[src/ics_pkg.sv]
/*
 * Shared constants and types of the instruction cycle sequencer: opcode
 * classes, machine cycle kinds, micro-operations, the microcode word and the
 * fixed addresses and offsets used by the datapath.
 * Assumes a 16-bit byte-addressed memory with word-aligned instructions.
 */
package ics_pkg;

   // ***************************************************************
   // widths and timing
   // ***************************************************************
   localparam int WORD_W = 16;
   localparam int STEP_W = 5;
   localparam int CLOCKS_PER_MC = 2;
   localparam logic [15:0] PC_STEP = 16'h0002;

   // ***************************************************************
   // reset and vector addresses (plain defaults, arbitrary)
   // ***************************************************************
   localparam logic [15:0] PC_RESET = 16'h0100;
   localparam logic [15:0] WP_RESET = 16'h0800;
   localparam logic [15:0] ST_RESET = 16'h0000;
   localparam logic [15:0] INT_VEC_PC = 16'h0004;
   localparam logic [15:0] XOP_VEC_BASE = 16'h0040;

   // ***************************************************************
   // context save offsets from the new workspace pointer
   // ***************************************************************
   localparam logic [15:0] CTX_R11_OFS = 16'h0016;
   localparam logic [15:0] CTX_R13_OFS = 16'h001A;
   localparam logic [15:0] CTX_R14_OFS = 16'h001C;
   localparam logic [15:0] CTX_R15_OFS = 16'h001E;

   // ***************************************************************
   // opcode matching, register addressing only
   // ***************************************************************
   localparam logic [15:0] OPM_ADD = 16'hFC30;
   localparam logic [15:0] OPC_ADD = 16'hA000;
   localparam logic [15:0] OPM_ONE = 16'hFFF0;
   localparam logic [15:0] OPC_ABS = 16'h0740;
   localparam logic [15:0] OPC_CONTEXT_SWITCH_BRANCH_OP = 16'h0400;
   localparam logic [15:0] OPM_XOP = 16'hFC30;
   localparam logic [15:0] OPC_XOP = 16'h2C00;
   localparam int SRC_LSB = 0;
   localparam int DST_LSB = 6;
   localparam int ST_CARRY = 12;
   localparam int ST_ZERO = 13;

   // ***************************************************************
   // types
   // ***************************************************************
   typedef enum logic [2:0] {CL_NOP, CL_ADD, CL_ABS, CL_CONTEXT_SWITCH_BRANCH_OP, CL_XOP} ics_class_t;
   typedef enum logic [1:0] {MC_READ, MC_ALU, MC_WRITE} ics_kind_t;
   typedef enum logic [4:0] {
      U_FETCH, U_DECODE, U_SRC_ADDR, U_DST_ADDR, U_LD_T1, U_LD_S, U_ADD, U_NEG,
      U_IDLE, U_INC_MAR, U_VEC_ADDR, U_CTX_R11, U_CTX_R13, U_CTX_R14, U_CTX_R15,
      U_SWITCH, U_STORE
   } ics_uop_t;
   typedef enum logic {ST_EXEC, ST_INTR} ics_state_t;

   typedef struct packed {
      ics_kind_t kind;
      ics_uop_t op;
      logic last;
      logic adv;
   } ics_uword_t;

endpackage : ics_pkg

[src/ics_ucode_if.sv]
/*
 * Link between the cycle engine and the microcode store.
 * Assumes both ends sit in the same clock domain; the path is combinational.
 */
`timescale 1ns/1ps
interface ics_ucode_if;
   ics_pkg::ics_class_t cls;
   logic [ics_pkg::STEP_W-1:0] step;
   logic msb;
   ics_pkg::ics_uword_t uw;

   modport seq (output cls, output step, output msb, input uw);
   modport rom (input cls, input step, input msb, output uw);
endinterface : ics_ucode_if

[src/ics_ucode_rom.sv]
/*
 * Microcode store: per opcode class and step, the machine cycle kind, the
 * micro-operation, the end-of-instruction mark and the pc advance mark.
 * Assumes the engine holds step stable through a machine cycle; during the fetch the class follows the bus word.
 */
`timescale 1ns/1ps
module ics_ucode_rom (
   ics_ucode_if.rom u
);

   function automatic ics_pkg::ics_uword_t mk(input ics_pkg::ics_kind_t k,
      input ics_pkg::ics_uop_t o, input logic l, input logic a);
      ics_pkg::ics_uword_t w;
      w.kind = k;
      w.op = o;
      w.last = l;
      w.adv = a;
      return w;
   endfunction : mk

   localparam ics_pkg::ics_kind_t R = ics_pkg::MC_READ;
   localparam ics_pkg::ics_kind_t A = ics_pkg::MC_ALU;
   localparam ics_pkg::ics_kind_t W = ics_pkg::MC_WRITE;

   always_comb begin
      u.uw = mk(A, ics_pkg::U_IDLE, 1'b1, 1'b0);
      if (u.step == '0) begin
         u.uw = mk(R, ics_pkg::U_FETCH, 1'b0, u.cls == ics_pkg::CL_NOP);
      end else if (u.step == 5'd1) begin
         unique case (u.cls)
            ics_pkg::CL_NOP: u.uw = mk(A, ics_pkg::U_DECODE, 1'b1, 1'b0);
            ics_pkg::CL_XOP, ics_pkg::CL_CONTEXT_SWITCH_BRANCH_OP, ics_pkg::CL_ABS, ics_pkg::CL_ADD:
               u.uw = mk(A, ics_pkg::U_SRC_ADDR, 1'b0, 1'b0);
         endcase
      end else begin
         unique case (u.cls)
            ics_pkg::CL_ADD: begin
               // read, alu, read, alu, write after fetch and decode
               unique case (u.step)
                  5'd2: u.uw = mk(R, ics_pkg::U_LD_T1, 1'b0, 1'b0);
                  5'd3: u.uw = mk(A, ics_pkg::U_DST_ADDR, 1'b0, 1'b0);
                  5'd4: u.uw = mk(R, ics_pkg::U_LD_S, 1'b0, 1'b0);
                  5'd5: u.uw = mk(A, ics_pkg::U_ADD, 1'b0, 1'b0);
                  default: u.uw = mk(W, ics_pkg::U_STORE, 1'b1, 1'b1);
               endcase
            end
            ics_pkg::CL_ABS: begin
               // a clear sign ends after six machine cycles with no write
               unique case (u.step)
                  5'd2: u.uw = mk(R, ics_pkg::U_LD_S, 1'b0, !u.msb);
                  5'd3: u.uw = mk(A, ics_pkg::U_IDLE, 1'b0, 1'b0);
                  5'd4: u.uw = mk(A, ics_pkg::U_NEG, 1'b0, 1'b0);
                  5'd5: u.uw = mk(A, ics_pkg::U_IDLE, !u.msb, 1'b0);
                  default: u.uw = mk(W, ics_pkg::U_STORE, 1'b1, 1'b1);
               endcase
            end
            ics_pkg::CL_CONTEXT_SWITCH_BRANCH_OP: begin
               unique case (u.step)
                  5'd2: u.uw = mk(R, ics_pkg::U_LD_T1, 1'b0, 1'b0);
                  5'd3: u.uw = mk(A, ics_pkg::U_INC_MAR, 1'b0, 1'b0);
                  5'd4: u.uw = mk(R, ics_pkg::U_LD_S, 1'b0, 1'b0);
                  5'd5: u.uw = mk(A, ics_pkg::U_CTX_R13, 1'b0, 1'b0);
                  5'd7: u.uw = mk(A, ics_pkg::U_CTX_R14, 1'b0, 1'b0);
                  5'd9: u.uw = mk(A, ics_pkg::U_CTX_R15, 1'b0, 1'b0);
                  5'd11: u.uw = mk(A, ics_pkg::U_SWITCH, 1'b0, 1'b0);
                  5'd12: u.uw = mk(A, ics_pkg::U_IDLE, 1'b1, 1'b0);
                  default: u.uw = mk(W, ics_pkg::U_STORE, 1'b0, 1'b0);
               endcase
            end
            ics_pkg::CL_XOP: begin
               unique case (u.step)
                  5'd2: u.uw = mk(R, ics_pkg::U_LD_S, 1'b0, 1'b0);
                  5'd3: u.uw = mk(A, ics_pkg::U_VEC_ADDR, 1'b0, 1'b0);
                  5'd4: u.uw = mk(R, ics_pkg::U_LD_T1, 1'b0, 1'b0);
                  5'd5: u.uw = mk(A, ics_pkg::U_INC_MAR, 1'b0, 1'b0);
                  5'd6: u.uw = mk(R, ics_pkg::U_LD_S, 1'b0, 1'b0);
                  5'd7: u.uw = mk(A, ics_pkg::U_CTX_R11, 1'b0, 1'b0);
                  5'd9: u.uw = mk(A, ics_pkg::U_CTX_R13, 1'b0, 1'b0);
                  5'd11: u.uw = mk(A, ics_pkg::U_CTX_R14, 1'b0, 1'b0);
                  5'd13: u.uw = mk(A, ics_pkg::U_CTX_R15, 1'b0, 1'b0);
                  5'd15: u.uw = mk(A, ics_pkg::U_SWITCH, 1'b0, 1'b0);
                  5'd16: u.uw = mk(A, ics_pkg::U_IDLE, 1'b0, 1'b0);
                  5'd17: u.uw = mk(A, ics_pkg::U_IDLE, 1'b1, 1'b0);
                  default: u.uw = mk(W, ics_pkg::U_STORE, 1'b0, 1'b0);
               endcase
            end
            default: u.uw = mk(A, ics_pkg::U_IDLE, 1'b1, 1'b0);
         endcase
      end
   end

endmodule : ics_ucode_rom

[src/ics_sequencer.sv]
/*
 * Machine cycle sequencer: fetches instruction words, steps the microcode
 * store and drives the external memory bus, at least two clocks per machine cycle.
 * Assumes memory answers by raising ready and holding read data until the
 * cycle ends; ready and interrupt request are asynchronous pins, read data is
 * only sampled at the end of a cycle that the synchronised ready has closed.
 */
`timescale 1ns/1ps

module ics_sequencer (
   input wire logic i_core_clk,
   input wire logic i_arst_n,
   input wire logic i_mem_ready,
   input wire logic [15:0] i_mem_rdata,
   input wire logic i_int_req,
   output logic [15:0] o_mem_addr,
   output logic [15:0] o_mem_wdata,
   output logic o_data_oe,
   output logic o_mem_en,
   output logic o_mem_we,
   output logic o_dbin,
   output logic o_iaq,
   output logic o_instr_done,
   output logic o_int_enter,
   output logic [3:0] o_clk_phase
);

   // ***************************************************************
   // pin synchronisers
   // ***************************************************************
   logic rdy_s1_reg;
   logic rdy_s2_reg;
   logic irq_s1_reg;
   logic irq_s2_reg;

   // read data skips the synchroniser: two more flops would leave it a clock
   // late for a two-clock cycle; it is taken only when the synchronised ready
   // closes the cycle, by which time the bus has long settled

   always_ff @(posedge i_core_clk or negedge i_arst_n) begin
      if (!i_arst_n) begin
         rdy_s1_reg <= 1'b0;
         rdy_s2_reg <= 1'b0;
         irq_s1_reg <= 1'b0;
         irq_s2_reg <= 1'b0;
      end else begin
         rdy_s1_reg <= i_mem_ready;
         rdy_s2_reg <= rdy_s1_reg;
         irq_s1_reg <= i_int_req;
         irq_s2_reg <= irq_s1_reg;
      end
   end

   // ***************************************************************
   // four-phase clock
   // ***************************************************************
   logic [1:0] ph_reg;
   logic [1:0] ph_next;

   always_comb begin
      ph_next = ph_reg + 2'h1;
   end

   always_ff @(posedge i_core_clk or negedge i_arst_n) begin
      if (!i_arst_n) begin
         ph_reg <= 2'h0;
      end else begin
         ph_reg <= ph_next;
      end
   end

   assign o_clk_phase = 4'h1 << ph_reg;

   // ***************************************************************
   // decode and microcode
   // ***************************************************************
   function automatic ics_pkg::ics_class_t f_decode(input logic [15:0] w);
      ics_pkg::ics_class_t c;
      c = ics_pkg::CL_NOP;
      if ((w & ics_pkg::OPM_ADD) == ics_pkg::OPC_ADD) begin
         c = ics_pkg::CL_ADD;
      end else if ((w & ics_pkg::OPM_ONE) == ics_pkg::OPC_ABS) begin
         c = ics_pkg::CL_ABS;
      end else if ((w & ics_pkg::OPM_ONE) == ics_pkg::OPC_CONTEXT_SWITCH_BRANCH_OP) begin
         c = ics_pkg::CL_CONTEXT_SWITCH_BRANCH_OP;
      end else if ((w & ics_pkg::OPM_XOP) == ics_pkg::OPC_XOP) begin
         c = ics_pkg::CL_XOP;
      end
      return c;
   endfunction : f_decode

   ics_pkg::ics_state_t state_reg;
   ics_pkg::ics_state_t state_next;
   logic [ics_pkg::STEP_W-1:0] step_reg;
   logic [ics_pkg::STEP_W-1:0] step_next;
   logic half_reg;
   logic half_next;
   logic [15:0] pc_reg;
   logic [15:0] pc_next;
   logic [15:0] wp_reg;
   logic [15:0] wp_next;
   logic [15:0] mar_reg;
   logic [15:0] mar_next;
   logic [15:0] ir_reg;
   logic [15:0] ir_next;
   logic [15:0] t1_reg;
   logic [15:0] t1_next;
   logic [15:0] s_reg;
   logic [15:0] s_next;
   logic [15:0] dbus_reg;
   logic [15:0] dbus_next;
   logic [15:0] ea_reg;
   logic [15:0] ea_next;
   logic [15:0] st_reg;
   logic [15:0] st_next;
   logic done_reg;
   logic done_next;
   logic inte_reg;
   logic inte_next;

   ics_ucode_if ucode ();

   ics_ucode_rom u_rom (
      .u (ucode.rom)
   );

   // during the fetch the class comes straight from the incoming word so a
   // no-operand instruction can advance pc at the end of its only read
   assign ucode.cls = f_decode((step_reg == '0) ? i_mem_rdata : ir_reg);
   assign ucode.step = step_reg;
   // the sign of an abs operand comes off the bus while it is being read
   assign ucode.msb = (step_reg == 5'd2) ? i_mem_rdata[15] : s_reg[15];

   logic is_mem;
   logic mc_end;
   logic [16:0] sum;
   logic [15:0] src_addr;
   logic [15:0] dst_addr;

   assign is_mem = (state_reg == ics_pkg::ST_EXEC) && (ucode.uw.kind != ics_pkg::MC_ALU);
   assign mc_end = half_reg && (!is_mem || rdy_s2_reg);
   assign sum = {1'b0, t1_reg} + {1'b0, s_reg};
   assign src_addr = wp_reg + {11'h000, ir_reg[ics_pkg::SRC_LSB +: 4], 1'b0};
   assign dst_addr = wp_reg + {11'h000, ir_reg[ics_pkg::DST_LSB +: 4], 1'b0};

   // ***************************************************************
   // cycle engine and datapath
   // ***************************************************************
   always_comb begin
      state_next = state_reg;
      step_next = step_reg;
      pc_next = pc_reg;
      wp_next = wp_reg;
      mar_next = mar_reg;
      ir_next = ir_reg;
      t1_next = t1_reg;
      s_next = s_reg;
      dbus_next = dbus_reg;
      ea_next = ea_reg;
      st_next = st_reg;
      done_next = 1'b0;
      inte_next = 1'b0;
      // a memory cycle holds its second clock until ready is seen
      half_next = half_reg ? !mc_end : 1'b1;
      if (mc_end && state_reg == ics_pkg::ST_INTR) begin
         pc_next = ics_pkg::INT_VEC_PC;
         mar_next = ics_pkg::INT_VEC_PC;
         inte_next = 1'b1;
         state_next = ics_pkg::ST_EXEC;
      end else if (mc_end) begin
         unique case (ucode.uw.op)
            ics_pkg::U_FETCH: ir_next = i_mem_rdata;
            ics_pkg::U_SRC_ADDR: begin
               mar_next = src_addr;
               ea_next = src_addr;
            end
            ics_pkg::U_DST_ADDR: mar_next = dst_addr;
            ics_pkg::U_LD_T1: t1_next = i_mem_rdata;
            ics_pkg::U_LD_S: s_next = i_mem_rdata;
            ics_pkg::U_ADD: begin
               // mar is left alone so the write reuses the operand address
               s_next = sum[15:0];
               dbus_next = sum[15:0];
               st_next[ics_pkg::ST_CARRY] = sum[16];
               st_next[ics_pkg::ST_ZERO] = (sum[15:0] == 16'h0000);
            end
            ics_pkg::U_NEG: begin
               // s keeps the operand so its sign still decides whether a write follows
               dbus_next = 16'h0000 - s_reg;
            end
            ics_pkg::U_INC_MAR: mar_next = mar_reg + ics_pkg::PC_STEP;
            ics_pkg::U_VEC_ADDR:
               mar_next = ics_pkg::XOP_VEC_BASE + {10'h000, ir_reg[ics_pkg::DST_LSB +: 4], 2'b00};
            ics_pkg::U_CTX_R11: begin
               mar_next = t1_reg + ics_pkg::CTX_R11_OFS;
               dbus_next = ea_reg;
            end
            ics_pkg::U_CTX_R13: begin
               mar_next = t1_reg + ics_pkg::CTX_R13_OFS;
               dbus_next = wp_reg;
            end
            ics_pkg::U_CTX_R14: begin
               // the saved return points past the switching instruction
               mar_next = t1_reg + ics_pkg::CTX_R14_OFS;
               dbus_next = pc_reg + ics_pkg::PC_STEP;
            end
            ics_pkg::U_CTX_R15: begin
               mar_next = t1_reg + ics_pkg::CTX_R15_OFS;
               dbus_next = st_reg;
            end
            ics_pkg::U_SWITCH: begin
               wp_next = t1_reg;
               pc_next = s_reg;
            end
            ics_pkg::U_DECODE, ics_pkg::U_IDLE, ics_pkg::U_STORE: begin
            end
         endcase
         if (ucode.uw.adv) begin
            pc_next = pc_reg + ics_pkg::PC_STEP;
         end
         if (ucode.uw.last) begin
            step_next = '0;
            done_next = 1'b1;
            if (irq_s2_reg) begin
               state_next = ics_pkg::ST_INTR;
            end else begin
               mar_next = pc_next;
            end
         end else begin
            step_next = step_reg + 5'd1;
         end
      end
   end

   always_ff @(posedge i_core_clk or negedge i_arst_n) begin
      if (!i_arst_n) begin
         state_reg <= ics_pkg::ST_EXEC;
         step_reg <= '0;
         half_reg <= 1'b0;
         pc_reg <= ics_pkg::PC_RESET;
         wp_reg <= ics_pkg::WP_RESET;
         mar_reg <= ics_pkg::PC_RESET;
         ir_reg <= 16'h0000;
         t1_reg <= 16'h0000;
         s_reg <= 16'h0000;
         dbus_reg <= 16'h0000;
         ea_reg <= 16'h0000;
         st_reg <= ics_pkg::ST_RESET;
         done_reg <= 1'b0;
         inte_reg <= 1'b0;
      end else begin
         state_reg <= state_next;
         step_reg <= step_next;
         half_reg <= half_next;
         pc_reg <= pc_next;
         wp_reg <= wp_next;
         mar_reg <= mar_next;
         ir_reg <= ir_next;
         t1_reg <= t1_next;
         s_reg <= s_next;
         dbus_reg <= dbus_next;
         ea_reg <= ea_next;
         st_reg <= st_next;
         done_reg <= done_next;
         inte_reg <= inte_next;
      end
   end

   // ***************************************************************
   // bus outputs
   // ***************************************************************
   assign o_mem_addr = mar_reg;
   assign o_mem_wdata = dbus_reg;
   assign o_mem_en = is_mem;
   assign o_mem_we = is_mem && (ucode.uw.kind == ics_pkg::MC_WRITE);
   assign o_data_oe = o_mem_we;
   assign o_dbin = is_mem && (ucode.uw.kind == ics_pkg::MC_READ);
   assign o_iaq = (state_reg == ics_pkg::ST_EXEC) && (ucode.uw.op == ics_pkg::U_FETCH);
   assign o_instr_done = done_reg;
   assign o_int_enter = inte_reg;

endmodule : ics_sequencer

[config.mk]
export PLATFORM = sky130hd
export DESIGN_NAME = ics_sequencer
export DESIGN_NICKNAME = d
export VERILOG_FILES = /design/src/ics_pkg.sv /design/src/ics_ucode_if.sv /design/src/ics_ucode_rom.sv /design/src/ics_sequencer.sv
export SDC_FILE = /design/constraint.sdc
export NUM_CORES = 1
export LEC_CHECK = 0
export BUFFER_PORTS_ARGS = -buffer_cell sky130_fd_sc_hd__buf_2
export CAP_MARGIN = 20
export CORE_MARGIN = 2
export CORE_UTILIZATION = 30
export DETAILED_ROUTE_END_ITERATION = 12
export PLACE_DENSITY_LB_ADDON = 0.15
export SLEW_MARGIN = 20
export SYNTH_ARGS = -nofsm -noshare
export SYNTH_HDL_FRONTEND = slang
export SYNTH_SLANG_ARGS = --single-unit
[constraint.sdc]
create_clock -name i_core_clk -period 6.3 [get_ports i_core_clk]
set_clock_uncertainty 0.1 [all_clocks]
set_input_delay 0.945 -clock i_core_clk [delete_from_list [all_inputs] [get_ports i_core_clk]]
set_output_delay 0.945 -clock i_core_clk [all_outputs]
set_load 0.005 [all_outputs]
; ---- Word-level counts from Yosys, hierarchy flattened
; Memories as Yosys holds them, arrays and structs flattened.
; Cells that the tools add are included.
; W data, S select, Z words.
[totals]
mem_bits_ro = 384
inputBits = 20
mem_count = 2
elab_cells = 129
register_bits = 145
[mem_list]
columns = name, words, width, rd, rd_ports_with_merged_regs, write_ports, line
row1 = (no name shown), 32, 8, 1, 0, 0, ics_ucode_rom.sv:71  ; unique case (u.step)
row2 = (no name shown), 16, 8, 1, 0, 0, ics_ucode_rom.sv:58  ; unique case (u.step)
[op_classes]
bitwise_logic = 2
shifts = 1
n_eq_ne = 28
n_reduce_logical = 30
n_addsub = 13
n_mux = 34
[ops]
columns = operator, n
row1 = $mux W16, 9
row2 = $pmux W16 S8, 1
row3 = $pmux W9 S4, 3
row4 = $pmux W16 S6, 1
row5 = $add A16 B5 Y16 const B, 4
row6 = $eq A5 B4 Y1 const B, 7
row7 = $add A16 B2 Y16 const B, 2
row8 = $add A16 B5 Y16, 2
row9 = $pmux W16 S2, 1
row10 = $eq A5 B3 Y1 const B, 6
row11 = $mux W9, 3
row12 = $eq A12 B7 Y1 const B, 2
row13 = $reduce_and A3 Y1, 8
row14 = $eq A5 B2 Y1 const B, 4
row15 = $pmux W9 S2, 1
row16 = $add A16 B16 Y17, 1
row17 = $logic_not A16 Y1, 1
row18 = $sub A1 B16 Y16 const A, 1
row19 = $mux W3, 4
row20 = $logic_not A5 Y1, 2
row21 = $mux W1, 10
row22 = $add A7 B6 Y8 const A, 1
row23 = $eq A8 B6 Y1 const B, 1
row24 = $eq A8 B8 Y1 const B, 1
row25 = 20 further kinds, 32

; ---- Depth between registers and ports, before layout
; Gate-level depths: netlist of the first run.
[logic_depth]
word_depth = 20
mapped_depth = 25

; ---- Modules after synthesis
; A second synthesis of the first run with hierarchy kept.
[hier_totals]
cells_unflattened = 1302
hier_area_um2 = 11151.9
[modules_own_cells]
columns = module, n_inst, cells_per_inst, seq_area_each_um2, area_per_inst_um2
row1 = ics_sequencer, 1, 1193, 3632.2, 10391.2
row2 = ics_ucode_rom, 1, 109, 0.0, 760.7

; ---- Worst setup path after synthesis of the first run
; Ideal clock, no wire load.
[synth_path]
path_type = flip-flop to flip-flop
start = register step_reg[0] (netlist name)
end = register mar_reg[8] (netlist: o_mem_addr[8])
n_path_buf = 3
stages_incl_launch_ff = 24
slack_ns = 1.015
synth_period_minus_slack_ns = 5.285
arrival_time_ns = 5.105
cell_sequence = dfrtp_1 clkbuf_1 inv_1 ha_1 or4b_1 buf_2 mux2i_4 o32a_1 o221ai_2 o2111ai_1 nor3_2 buf_2 inv_1 ha_1 a21o_1 a211o_1 nand2_1 nor2_1 xor2_1 nand3_1 o211ai_1 a221o_1 a21oi_1 o21ai_1
[synth_between]
elab_chain_len = 19
elab_cells_between_ends = 55
[synth_lines]
columns = item, line
row1 = "start, declared", ics_sequencer.sv:94  ; logic [ics_pkg::STEP_W-1:0] step_reg;
row2 = "start signal, assigned", ics_sequencer.sv:253  ; step_reg <= step_next;
row3 = $logic_not A5 Y1, "ics_ucode_rom.sv:27, ics_sequencer.sv:129"
row4 = $mux W16, ics_sequencer.sv:129  ; assign ucode.cls = f_decode((step_reg == '0) ? i_mem_rdata : ir_reg);
row5 = $eq A8 B6 Y1, ics_sequencer.sv:86  ; end else if ((w & ics_pkg::OPM_XOP) == ics_pkg::OPC_XOP) begin
row6 = $mux W3, ics_sequencer.sv:86
row7 = $mux W3, ics_sequencer.sv:84  ; end else if ((w & ics_pkg::OPM_ONE) == ics_pkg::OPC_CONTEXT_SWITCH_BRANCH_OP) begin
row8 = $mux W3, ics_sequencer.sv:82  ; end else if ((w & ics_pkg::OPM_ONE) == ics_pkg::OPC_ABS) begin
row9 = $mux W3, ics_sequencer.sv:80  ; if ((w & ics_pkg::OPM_ADD) == ics_pkg::OPC_ADD) begin
row10 = "$eq A3 B1 Y1, or another cell as far along", "ics_ucode_rom.sv:30, ics_ucode_rom.sv:36"
row11 = $reduce_or A4 Y1, ics_ucode_rom.sv:30  ; unique case (u.cls)
row12 = $pmux W9 S2, ics_ucode_rom.sv:30
row13 = $mux W9, ics_ucode_rom.sv:29  ; end else if (u.step == 5'd1) begin
row14 = $mux W9 *, ics_ucode_rom.sv:27  ; if (u.step == '0) begin
row15 = branches (longest 7 deep; another with $pmux W16 S8), --
row16 = "end signal, assigned", ics_sequencer.sv:242  ; mar_reg <= ics_pkg::PC_RESET;
row17 = "end signal, assigned", ics_sequencer.sv:257  ; mar_reg <= mar_next;
row18 = "end, declared", ics_sequencer.sv:102  ; logic [15:0] mar_reg;
; Every way passes the cells marked *. The select of a mux whose other input is x is not followed.
; A chain may end at the register's enable or synchronous reset.

; ---- Worst setup path after layout of the first run
; Same ends and word-level chain as after synthesis.

==> out/metrics.yaml, run 1 <==
status:
  outcome: "finished clean"
clock_tree:
  htree_levels: 4
  clock_latency_ns: 0.45
  cts_max_path_buffers: 2
  cts_root_buf: "clkbuf_16"
  cts_tree: "built"
  cts_made_buffers: 17
  cts.sinks: 145
  cts.reportedPaths.clkPinSlew_ns: 0.07
  post-cts-setup-buffer-count: 0
timing:
  finalHoldViolCount: 0
  finalCritPeriodShare: 0.9254
  final.setup.tns_ns: 0
  setup_viol: 0
  setup_slack_ns: 0.4697
  maxSlewViolCount: 0
  worstMarginPinSlew_ns: 1.007
  layout_min_cycle_time_ns: 5.830
  rsz0062_at_grt: "false"
  slew_headroom: 0.3201
  clock.fmax_mhz: 171.5
cells_and_area:
  fin_util: 0.3418
  nets: 1326
  n_antenna_cell: 0
  multi_input_area_mm2: 0.006917
  area_growth_pct: 12.98
  final_common_cell: "dfrtp_1"
  seq_area_mm2: 0.003632
  most-common-layout-cells: "dfrtp_1, nand2_1, nor2_1"
  layout-drive-gt1-share: 0.1765
  n_fill_cell: 3762
global_route:
  first_global_vias: 9674
  grt_usage: 0.2294
  grt-ovfl-total: 0
  grt_max_degree: 51
  antenna_found_initial: 0
  grt_first_pass_wirelength_mm: 64.73
drt:
  dr.pass1.iters: 5
  drc: 0
  final_antenna_net_count: 0
  dr.first_iter.drc_count: 883
  via_per_inst: 5.779
  drt-total-wl_mm: 43.17
  avgRoutedWirePerCell_um: 24.77
  vias: 10070
critical_path:
  startpoint_type: "flip-flop"
  path_class: "reg -> reg"
  ff2ff_setup_slack_ns: 0.47
  endpoint_kind: "flip-flop"
  arrival_ns: 6.10
  cp_max_fo: 14
  reg2reg_depth: 21
  crit_required_ns: 6.57
place:
  hpwl_mm: 32.60
  dp_slack_ns: 0.4240
  place.gp.congestion: 0.8926
  portBuffers: 62
synth:
  syn_nets: 1286
  syn_area_per_cell_um2: 8.999
  yosysSeqAreaShare: 0.3303
  synth_ff_type: "dfrtp_1"
  synth_area_mm2: 0.01100
  yosys_warnings: 0
  ys_top_cells_by_area: "dfrtp_1, mux2_2, ha_1, xnor2_1, nand2_1"
  yosys_register_bits: 145
  synth.top_cell.area_share: 0.3231
  async_reset_ff_frac: 1.000
  netlist-cell-type-count: 94
  synth-edff-count: 0
  syn_inst: 1222
  synth_largest_area_cell: "dfrtp_1"
die:
  die_w_um: 195.5
  die_h_um: 195.5
  fp.dieArea_mm2: 0.03820
  ioPinCount: 63
  core_area_mm2: 0.03635
  start_util: 0.3025
  num_rows: 70
pwr:
  ir_drop_mv: 0.1946
  p_per_area_mw_per_mm2: 362.4
  p_leak_nw: 5.439
  finalPower_mw: 4.502
min_path:
  hold_depth: 0
  min_path_type: "reg -> reg"
flow_run:
  drv_cap: 0
==> timing repair <==
item,in CTS,in global routing
hold buffers,0,0
hold endpoints to repair,0,0
resized for setup,0,1
endpoints found under the setup margin,0,8
==> synth_stat cells, drive strengths merged (26+ instances only) <==
library cell and number:
a21oi 73, buf 26, clkbuf 42, dfrtp 142, ha 40, inv 39, mux2 52, nand2 113
nand3 42, nor2 80, nor3 29, o21ai 90, xnor2 53, xor2 46
==> kinds of logic (layout without fill, tap and decap cells) <==
family,after synthesis,count (layout),share of synthesized area
AOI/OAI and AO/OA,376,376,0.2451
and+or+nand+nor,375,375,0.1750
DFF,145,145,0.3303
buffers and inverters,108,161,0.04153
xor gates and xnor gates,99,99,0.07885
muxes,75,75,0.07646
adders and majority gates,44,44,0.05279
==> routing by layer <==
layer,vias to the layer above,share of wire,global-route usage
li1,4645,-,-
met1,5034,0.45,0.3128
met3,63,0.053,0.03782
met5,-,0,0
met2,331,0.47,0.3724
met4,0,0.027,0.06983
==> worst max-delay path, stage by stage, from the launching register on <==
cell and delay (ns):
dfrtp_1 0.52, inv_1 0.20, ha_1 0.33, or4b_1 0.80
nand4_1 0.40, a221oi_2 0.14, nor4_2 0.55, o2111ai_1 0.19
buf_4 0.21, nor3_2 0.24, inv_1 0.12, ha_1 0.29
a21o_1 0.17, a211o_1 0.31, nand2_1 0.20, nor2_1 0.11
xor2_1 0.15, nand3_1 0.11, o211ai_1 0.10, a221o_1 0.28
a21oi_1 0.13, o21ai_1 0.09
==> stage by stage <==
| stage | hold WS [ns] | cells | cell area (µm²) |
|---|---|---|---|
| 2_1_floorplan | 0.2312 | 1222 | 11000 |
| 3_3_place_gp | 0.2398 | 1711 | 11810 |
| 3_5_place_dp | 0.2418 | 1711 | 11810 |
| 4_1_cts | 0.2527 | 1743 | 12420 |
| 5_1_grt | 0.2642 | 1743 | 12420 |
| 6_report | 0.2498 | 1743 | 12420 |
==> final timing paths <==
path                                               from                        end
worst max-delay path            step_reg[0]$_DFFE_PN0P_  o_mem_addr[8]$_DFFE_PN1P_
worst min-delay path               rdy_s1_reg$_DFF_PN0_       rdy_s2_reg$_DFF_PN0_
worst max register to register  step_reg[0]$_DFFE_PN0P_  o_mem_addr[8]$_DFFE_PN1P_
worst min register to register     rdy_s1_reg$_DFF_PN0_       rdy_s2_reg$_DFF_PN0_
max in group asynchronous                      i_arst_n      pc_reg[6]$_DFFE_PN0P_
min in group asynchronous                      i_arst_n    step_reg[1]$_DFFE_PN0P_
==> power by group <==
part	total (mW)	internal [mW]	switching, mW
sequential	1.33	1.10	0.227
clock	1.05	0.536	0.511
combinational	2.13	0.772	1.36
total	4.50	2.41	2.09
==> layout make-up <==
type,instances,area share
Inverter,40,0.01208
Multi-Input combinational cell,969,0.5567
Tap cell,468,0.04713
Clock buffer,17,0.03424
Sequential cell,145,0.2923
Clock inverter,15,0.01470
Timing Repair Buffer,89,0.04280
(Power assumes the default switching activity.)
==> run 2: changes to the inputs <==
--- a/config.mk
+++ b/config.mk
@@ -9,6 +9,7 @@
 export CAP_MARGIN = 20
 export CORE_MARGIN = 2
 export CORE_UTILIZATION = 30
+export CTS_CLUSTER_SIZE = 14
 export DETAILED_ROUTE_END_ITERATION = 12
 export PLACE_DENSITY_LB_ADDON = 0.15
 export SLEW_MARGIN = 20
==> constraint.sdc (replaced) <==
create_clock -name i_core_clk -period 7.1 [get_ports i_core_clk]
set_clock_uncertainty 0.1 [all_clocks]
set_input_delay 1.065 -clock i_core_clk [delete_from_list [all_inputs] [get_ports i_core_clk]]
set_output_delay 1.065 -clock i_core_clk [all_outputs]
set_load 0.005 [all_outputs]
==> run 2 against run 1 <==
Effect of this change:
- first-iteration DRC count grew 13%
- combinational power shrank 12%
- global-route usage grew 0.054 points
- hold slack gained 0.00089 ns
- worst setup slack gained 0.055 ns
- critical endpoint unchanged
- largest cell class unchanged
- largest power group unchanged
==> out/metrics.yaml, run 2 (synthesis gave the netlist of run 1 again) <==
min_path:
  hold_start: "rdy_s1_reg$_DFF_PN0_"
  min_to: "rdy_s2_reg$_DFF_PN0_"
  min_path_type: "reg -> reg"
  hold_depth: 0
die:
  core_area_mm2: 0.03635
  num_rows: 70
  die_w_um: 195.5
  start_util: 0.3025
  ioPinCount: 63
  die_h_um: 195.5
  fp.dieArea_mm2: 0.03820
pwr:
  clkPwrFrac: 0.233
  power_frac_comb: 0.470
  ir_drop_mv: 0.2045
  p_seq_frac: 0.297
  p_per_area_mw_per_mm2: 322.9
  p_leak_nw: 5.379
  p_int_mw: 2.115
  switching_share: 0.4676
  power.net_switching_mw: 1.857
global_route:
  grt_usage: 0.2299
  grt-ovfl-total: 0
  first_global_vias: 9681
  grt_max_degree: 75
  grt_first_pass_wirelength_mm: 64.80
  antenna_found_initial: 0
drt:
  drc: 0
  avgRoutedWirePerCell_um: 25.02
  final_antenna_net_count: 0
  drt-total-wl_mm: 43.38
  vias: 9958
  via_per_inst: 5.743
  dr.pass1.iters: 6
  dr.first_iter.drc_count: 998
critical_path:
  r2r-end: "o_mem_addr[8]$_DFFE_PN1P_"
  endpoint_kind: "flip-flop"
  path_class: "reg -> reg"
  reg2reg_depth: 21
  ff2ff_setup_slack_ns: 0.52
  r2r-start: "step_reg[0]$_DFFE_PN0P_"
  cp_max_fo: 15
  crit_required_ns: 7.38
  startpoint_type: "flip-flop"
  arrival_ns: 6.85
cells_and_area:
  instances_no_fill: 1734
  nets: 1317
  layout-drive-gt1-share: 0.1698
  fin_util: 0.3384
  final_common_cell: "dfrtp_1"
  most-common-layout-cells: "dfrtp_1, nand2_1, nor2_1"
  n_antenna_cell: 0
  area_growth_pct: 11.86
clock_tree:
  cts.reportedPaths.clkPinSlew_ns: 0.08
  post-cts-setup-buffer-count: 0
  cts_tree: "built"
  cts.sinks: 145
  cts_made_buffers: 17
  htree_levels: 4
  cts_max_path_buffers: 2
  hold_buffers: 0
  cts_root_buf: "clkbuf_16"
  cts_resized: 0
  clock_latency_ns: 0.46
place:
  hpwl_mm: 32.29
  place.gp.congestion: 0.9290
  portBuffers: 62
  placedCellCount: 1702
  dp_slack_ns: 0.6680
timing:
  rsz0062_at_grt: "false"
  setup_viol: 0
  finalCritPeriodShare: 0.9261
  maxSlewViolCount: 0
  setup_slack_ns: 0.5248
  finalHoldViolCount: 0
  clock.fmax_mhz: 152.1
  final.setup.tns_ns: 0
  slew_headroom: 0.3438
  layout_min_cycle_time_ns: 6.575
  worstMarginPinSlew_ns: 0.9807
status:
  outcome: "finished clean"
flow_run:
  drv_cap: 0
## run 2: changes by cell type in the layout (fill, tap and decap cells not counted)
cell,previous run,this run
buf_4,26,18
clkinv_8,6,2
inv_6,3,6
clkinv_2,0,2
buf_12,1,0
clkinv_4,2,1
nor4_1,7,8
nor4_2,2,1
## run 2: power groups by stage
stage          clock network [mW]  logic (mW)  registers (mW)
6_report                    0.926        1.87            1.18
5_1_grt                     0.976        2.01            1.20
4_1_cts                     0.951        1.86            1.18
3_5_place_dp                    0        1.85            1.19
3_3_place_gp                    0        1.86            1.19
2_1_floorplan                   0        1.25            1.12
## run 2: layer usage
layer	vias up	share of wire	GRT usage	wire length, µm
li1	4623	-	-	-
met1	4911	0.45	0.3153	19560
met2	343	0.46	0.3618	19880
met3	81	0.050	0.03126	2168
met4	0	0.041	0.1007	1768
met5	-	0	0	0
## run 2: critical path: stages, from the launching register on
cell	delay (ns)
dfrtp_1	0.52
inv_1	0.19
ha_1	0.35
or4b_1	0.79
nand4_1	0.38
a221oi_2	0.12
nor4_1	0.72
o2111ai_1	0.65
nor3_2	0.33
buf_4	0.26
inv_1	0.12
ha_1	0.29
a21o_1	0.17
a211o_1	0.31
nand2_1	0.22
nor2_1	0.11
xor2_1	0.16
nand3_1	0.10
o211ai_1	0.09
a221o_1	0.31
a21oi_1	0.12
o21ai_1	0.09
## run 2: layout make-up
cell class                      count  area [µm²]
Fill cell                        3770       24050
Multi-Input combinational cell    969        6910
Sequential cell                   145        3632
Tap cell                          468       585.6
Timing Repair Buffer               80       451.7
Clock buffer                       17       425.4
Inverter                           40       150.1
Clock inverter                     15       145.1
## run 2: through the flow
step | power, mW | hold WS [ns] | area (µm²)
after CTS | 3.983 | 0.2528 | 12300
final | 3.972 | 0.2507 | 12300
after floorplan | 2.369 | 0.2312 | 11000
after global placement | 3.046 | 0.2439 | 11730
after global routing | 4.182 | 0.2606 | 12300
after detailed placement | 3.039 | 0.2451 | 11730
## run 2: worst max-delay path by stage
| stage | to | slack, ns | start | cells past startpoint |
|---|---|---|---|---|
| 2_1_floorplan | o_mem_addr[8]$_DFFE_PN1P_ | 1.81 | step_reg[0]$_DFFE_PN0P_ | 23 |
| 4_1_cts | o_mem_addr[8]$_DFFE_PN1P_ | 0.62 | step_reg[0]$_DFFE_PN0P_ | 21 |
| 3_3_place_gp | o_mem_addr[8]$_DFFE_PN1P_ | 0.94 | step_reg[0]$_DFFE_PN0P_ | 21 |
| 3_5_place_dp | o_mem_addr[8]$_DFFE_PN1P_ | 0.67 | step_reg[0]$_DFFE_PN0P_ | 21 |
| 6_report | o_mem_addr[8]$_DFFE_PN1P_ | 0.52 | step_reg[0]$_DFFE_PN0P_ | 21 |
| 5_1_grt | o_mem_addr[8]$_DFFE_PN1P_ | 0.11 | step_reg[0]$_DFFE_PN0P_ | 21 |
==> run 3: changes to the inputs <==
--- a/config.mk
+++ b/config.mk
@@ -12,6 +12,7 @@
 export CTS_CLUSTER_SIZE = 14
 export DETAILED_ROUTE_END_ITERATION = 12
 export PLACE_DENSITY_LB_ADDON = 0.15
+export RECOVER_POWER = 100
 export SLEW_MARGIN = 20
 export SYNTH_ARGS = -nofsm -noshare
 export SYNTH_HDL_FRONTEND = slang
==> run 3 against run 2 <==
Effect of this change:
- the run now ends with max-capacitance violations, max-slew violations left
- global-route usage stayed put
- core utilization fell by 0.29 points
- non-clock buffer count unchanged
- cell count did not move
- die area unchanged
- hold slack about the same
- sequential share of layout area rose by 0.26 points
- sequential power about the same
- critical endpoint unchanged
- largest cell class unchanged
- largest power group unchanged
- highest routed layer unchanged
==> out/metrics.yaml, run 3 (synthesis gave the netlist of run 1 again) <==
drt:
  drc: 0
  final_antenna_net_count: 0
  dr.pass1.iters: 7
  via_per_inst: 5.780
  avgRoutedWirePerCell_um: 25.09
  dr.first_iter.drc_count: 936
  drt-total-wl_mm: 43.50
  vias: 10020
pwr:
  p_leak_nw: 5.272
  power.net_switching_mw: 1.848
  ir_drop_mv: 0.2036
  switching_share: 0.4687
  p_per_area_mw_per_mm2: 323.3
  power_frac_comb: 0.466
  p_int_mw: 2.094
  p_seq_frac: 0.299
  clkPwrFrac: 0.235
critical_path:
  endpoint_kind: "flip-flop"
  slowest_delay_ns: 0.77
  path_class: "reg -> reg"
  arrival_ns: 6.93
  ff2ff_setup_slack_ns: 0.45
  cp_max_fo: 15
  crit_required_ns: 7.38
  crit_chain: "inv_1 -> ha_1 -> or4b_1 -> nand4_1 -> a221oi_1 -> nor4_1 -> o2111ai_1 -> nor3_1 -> buf_4 -> inv_1 -> ha_1 -> a21o_1 -> a211o_1 -> nand2_1 -> nor2_1 -> xor2_1 -> nand3_1 -> o211ai_1 -> a221o_1 -> a21oi_1 -> o21ai_1"
  r2r-start: "step_reg[0]$_DFFE_PN0P_"
  critPathCapture: "o_mem_addr[8]$_DFFE_PN1P_"
  critPathSlowestCell: "or4b_1"
  startpoint_type: "flip-flop"
  r2r-end: "o_mem_addr[8]$_DFFE_PN1P_"
  reg2reg_depth: 21
  crit_start: "step_reg[0]$_DFFE_PN0P_"
cells_and_area:
  n_fill_cell: 3792
  multi_input_area_mm2: 0.006852
  n_antenna_cell: 0
  most-common-layout-cells: "dfrtp_1, nand2_1, o21ai_0"
  final_common_cell: "dfrtp_1"
  nets: 1317
  postLayoutCellArea_mm2: 0.01219
  layout-drive-gt1-share: 0.1422
  area_growth_pct: 10.89
  seq_area_mm2: 0.003632
global_route:
  grt_usage: 0.2299
  grt_max_degree: 75
  grt_first_pass_wirelength_mm: 64.80
  grt-ovfl-total: 0
  antenna_found_initial: 0
  first_global_vias: 9681
clock_tree:
  cts_resized: 0
  clock_latency_ns: 0.46
  cts_max_path_buffers: 2
  cts_tree: "built"
  htree_levels: 4
  cts_root_buf: "clkbuf_16"
  cts_made_buffers: 17
  hold_buffers: 0
  cts.sinks: 145
  cts.reportedPaths.clkPinSlew_ns: 0.08
  post-cts-setup-buffer-count: 0
die:
  fp.dieArea_mm2: 0.03820
  ioPinCount: 63
  start_util: 0.3025
  die_w_um: 195.5
  core_area_mm2: 0.03635
  num_rows: 70
  die_h_um: 195.5
place:
  placed_area_mm2: 0.01173
  hpwl_mm: 32.29
  portBuffers: 62
  place.gp.congestion: 0.9290
timing:
  clock.fmax_mhz: 150.4
  slew_headroom: -1.952
  finalHoldViolCount: 0
  layout_min_cycle_time_ns: 6.650
  setup_viol: 0
  rsz0062_at_grt: "false"
  worstMarginPinSlew_ns: 4.428
  maxSlewViolCount: 148
  finalCritPeriodShare: 0.9366
  final.setup.tns_ns: 0
min_path:
  min_path_type: "reg -> reg"
status:
  violations: "max-capacitance violations, max-slew violations"
  outcome: "finished, violations left"
flow_run:
  drv_cap: 2
[run 3: changes by cell type in the layout (fill, tap and decap cells not counted), moves of 2 or more]
cell      previous run  this run
clkbuf_1             0        25
nor2_4               3         1
buf_4               18        14
o21ai_0             74        84
nand2_1            110       112
o21ai_1             16         6
nand2_2              3         1
clkbuf_2             0         2
buf_2               61        39
[run 3: worst min path at each step]
stage | start | endpoint | slack [ns] | depth (start not counted)
global route | rdy_s1_reg$_DFF_PN0_ | rdy_s2_reg$_DFF_PN0_ | 0.26 | 0
detailed placement | rdy_s1_reg$_DFF_PN0_ | rdy_s2_reg$_DFF_PN0_ | 0.25 | 0
CTS | rdy_s1_reg$_DFF_PN0_ | rdy_s2_reg$_DFF_PN0_ | 0.25 | 0
floorplan | irq_s1_reg$_DFF_PN0_ | irq_s2_reg$_DFF_PN0_ | 0.23 | 0
finish | rdy_s1_reg$_DFF_PN0_ | rdy_s2_reg$_DFF_PN0_ | 0.25 | 0
global placement | rdy_s1_reg$_DFF_PN0_ | rdy_s2_reg$_DFF_PN0_ | 0.24 | 0
[run 3: final cells by class]
cell class,instances,share of cell area
clock buffers,17,0.03489
clock inverters,15,0.01190
inverters,40,0.01231
multi-input cells,969,0.5619
flip-flops and latches,145,0.2979
well taps,468,0.04802
repair buffers,80,0.03314
[run 3: power by group through the flow]
stage	logic [mW]	clock network [mW]	registers, mW
6_report	1.84	0.927	1.18
4_1_cts	1.86	0.951	1.18
2_1_floorplan	1.25	0	1.12
5_1_grt	1.97	0.976	1.20
3_5_place_dp	1.85	0	1.19
3_3_place_gp	1.86	0	1.19
[run 3: per-layer routing]
metal | global-route usage | up-vias | share of wire
li1 | - | 4620 | -
met4 | 0.1007 | 0 | 0.042
met2 | 0.3618 | 395 | 0.45
met1 | 0.3153 | 4922 | 0.45
met3 | 0.03126 | 85 | 0.054
met5 | 0 | - | 0
[run 3: per-stage QoR]
stage | hold WS [ns] | power (mW) | util | setup slack, ns | cells
4_1_cts | 0.2528 | 3.983 | 0.3384 | 0.6171 | 1734
5_1_grt | 0.2606 | 4.148 | 0.3355 | 0.07246 | 1734
6_report | 0.2507 | 3.942 | 0.3355 | 0.4505 | 1734
3_3_place_gp | 0.2439 | 3.046 | 0.3227 | 0.9449 | 1702
3_5_place_dp | 0.2451 | 3.039 | 0.3227 | 0.6680 | 1702
2_1_floorplan | 0.2312 | 2.369 | - | 1.815 | 1222
[run 3: worst max-delay path: cells and delay by family (launching register included)]
kind | cells | cell delay, ns
AO/OA/AOI/OAI | 8 | 1.89
buffers and inverters | 3 | 0.57
flip-flops | 1 | 0.51
AND/OR/NAND/NOR | 7 | 2.67
adder cells (fa/ha/maj) | 2 | 0.65
XOR/XNOR | 1 | 0.16
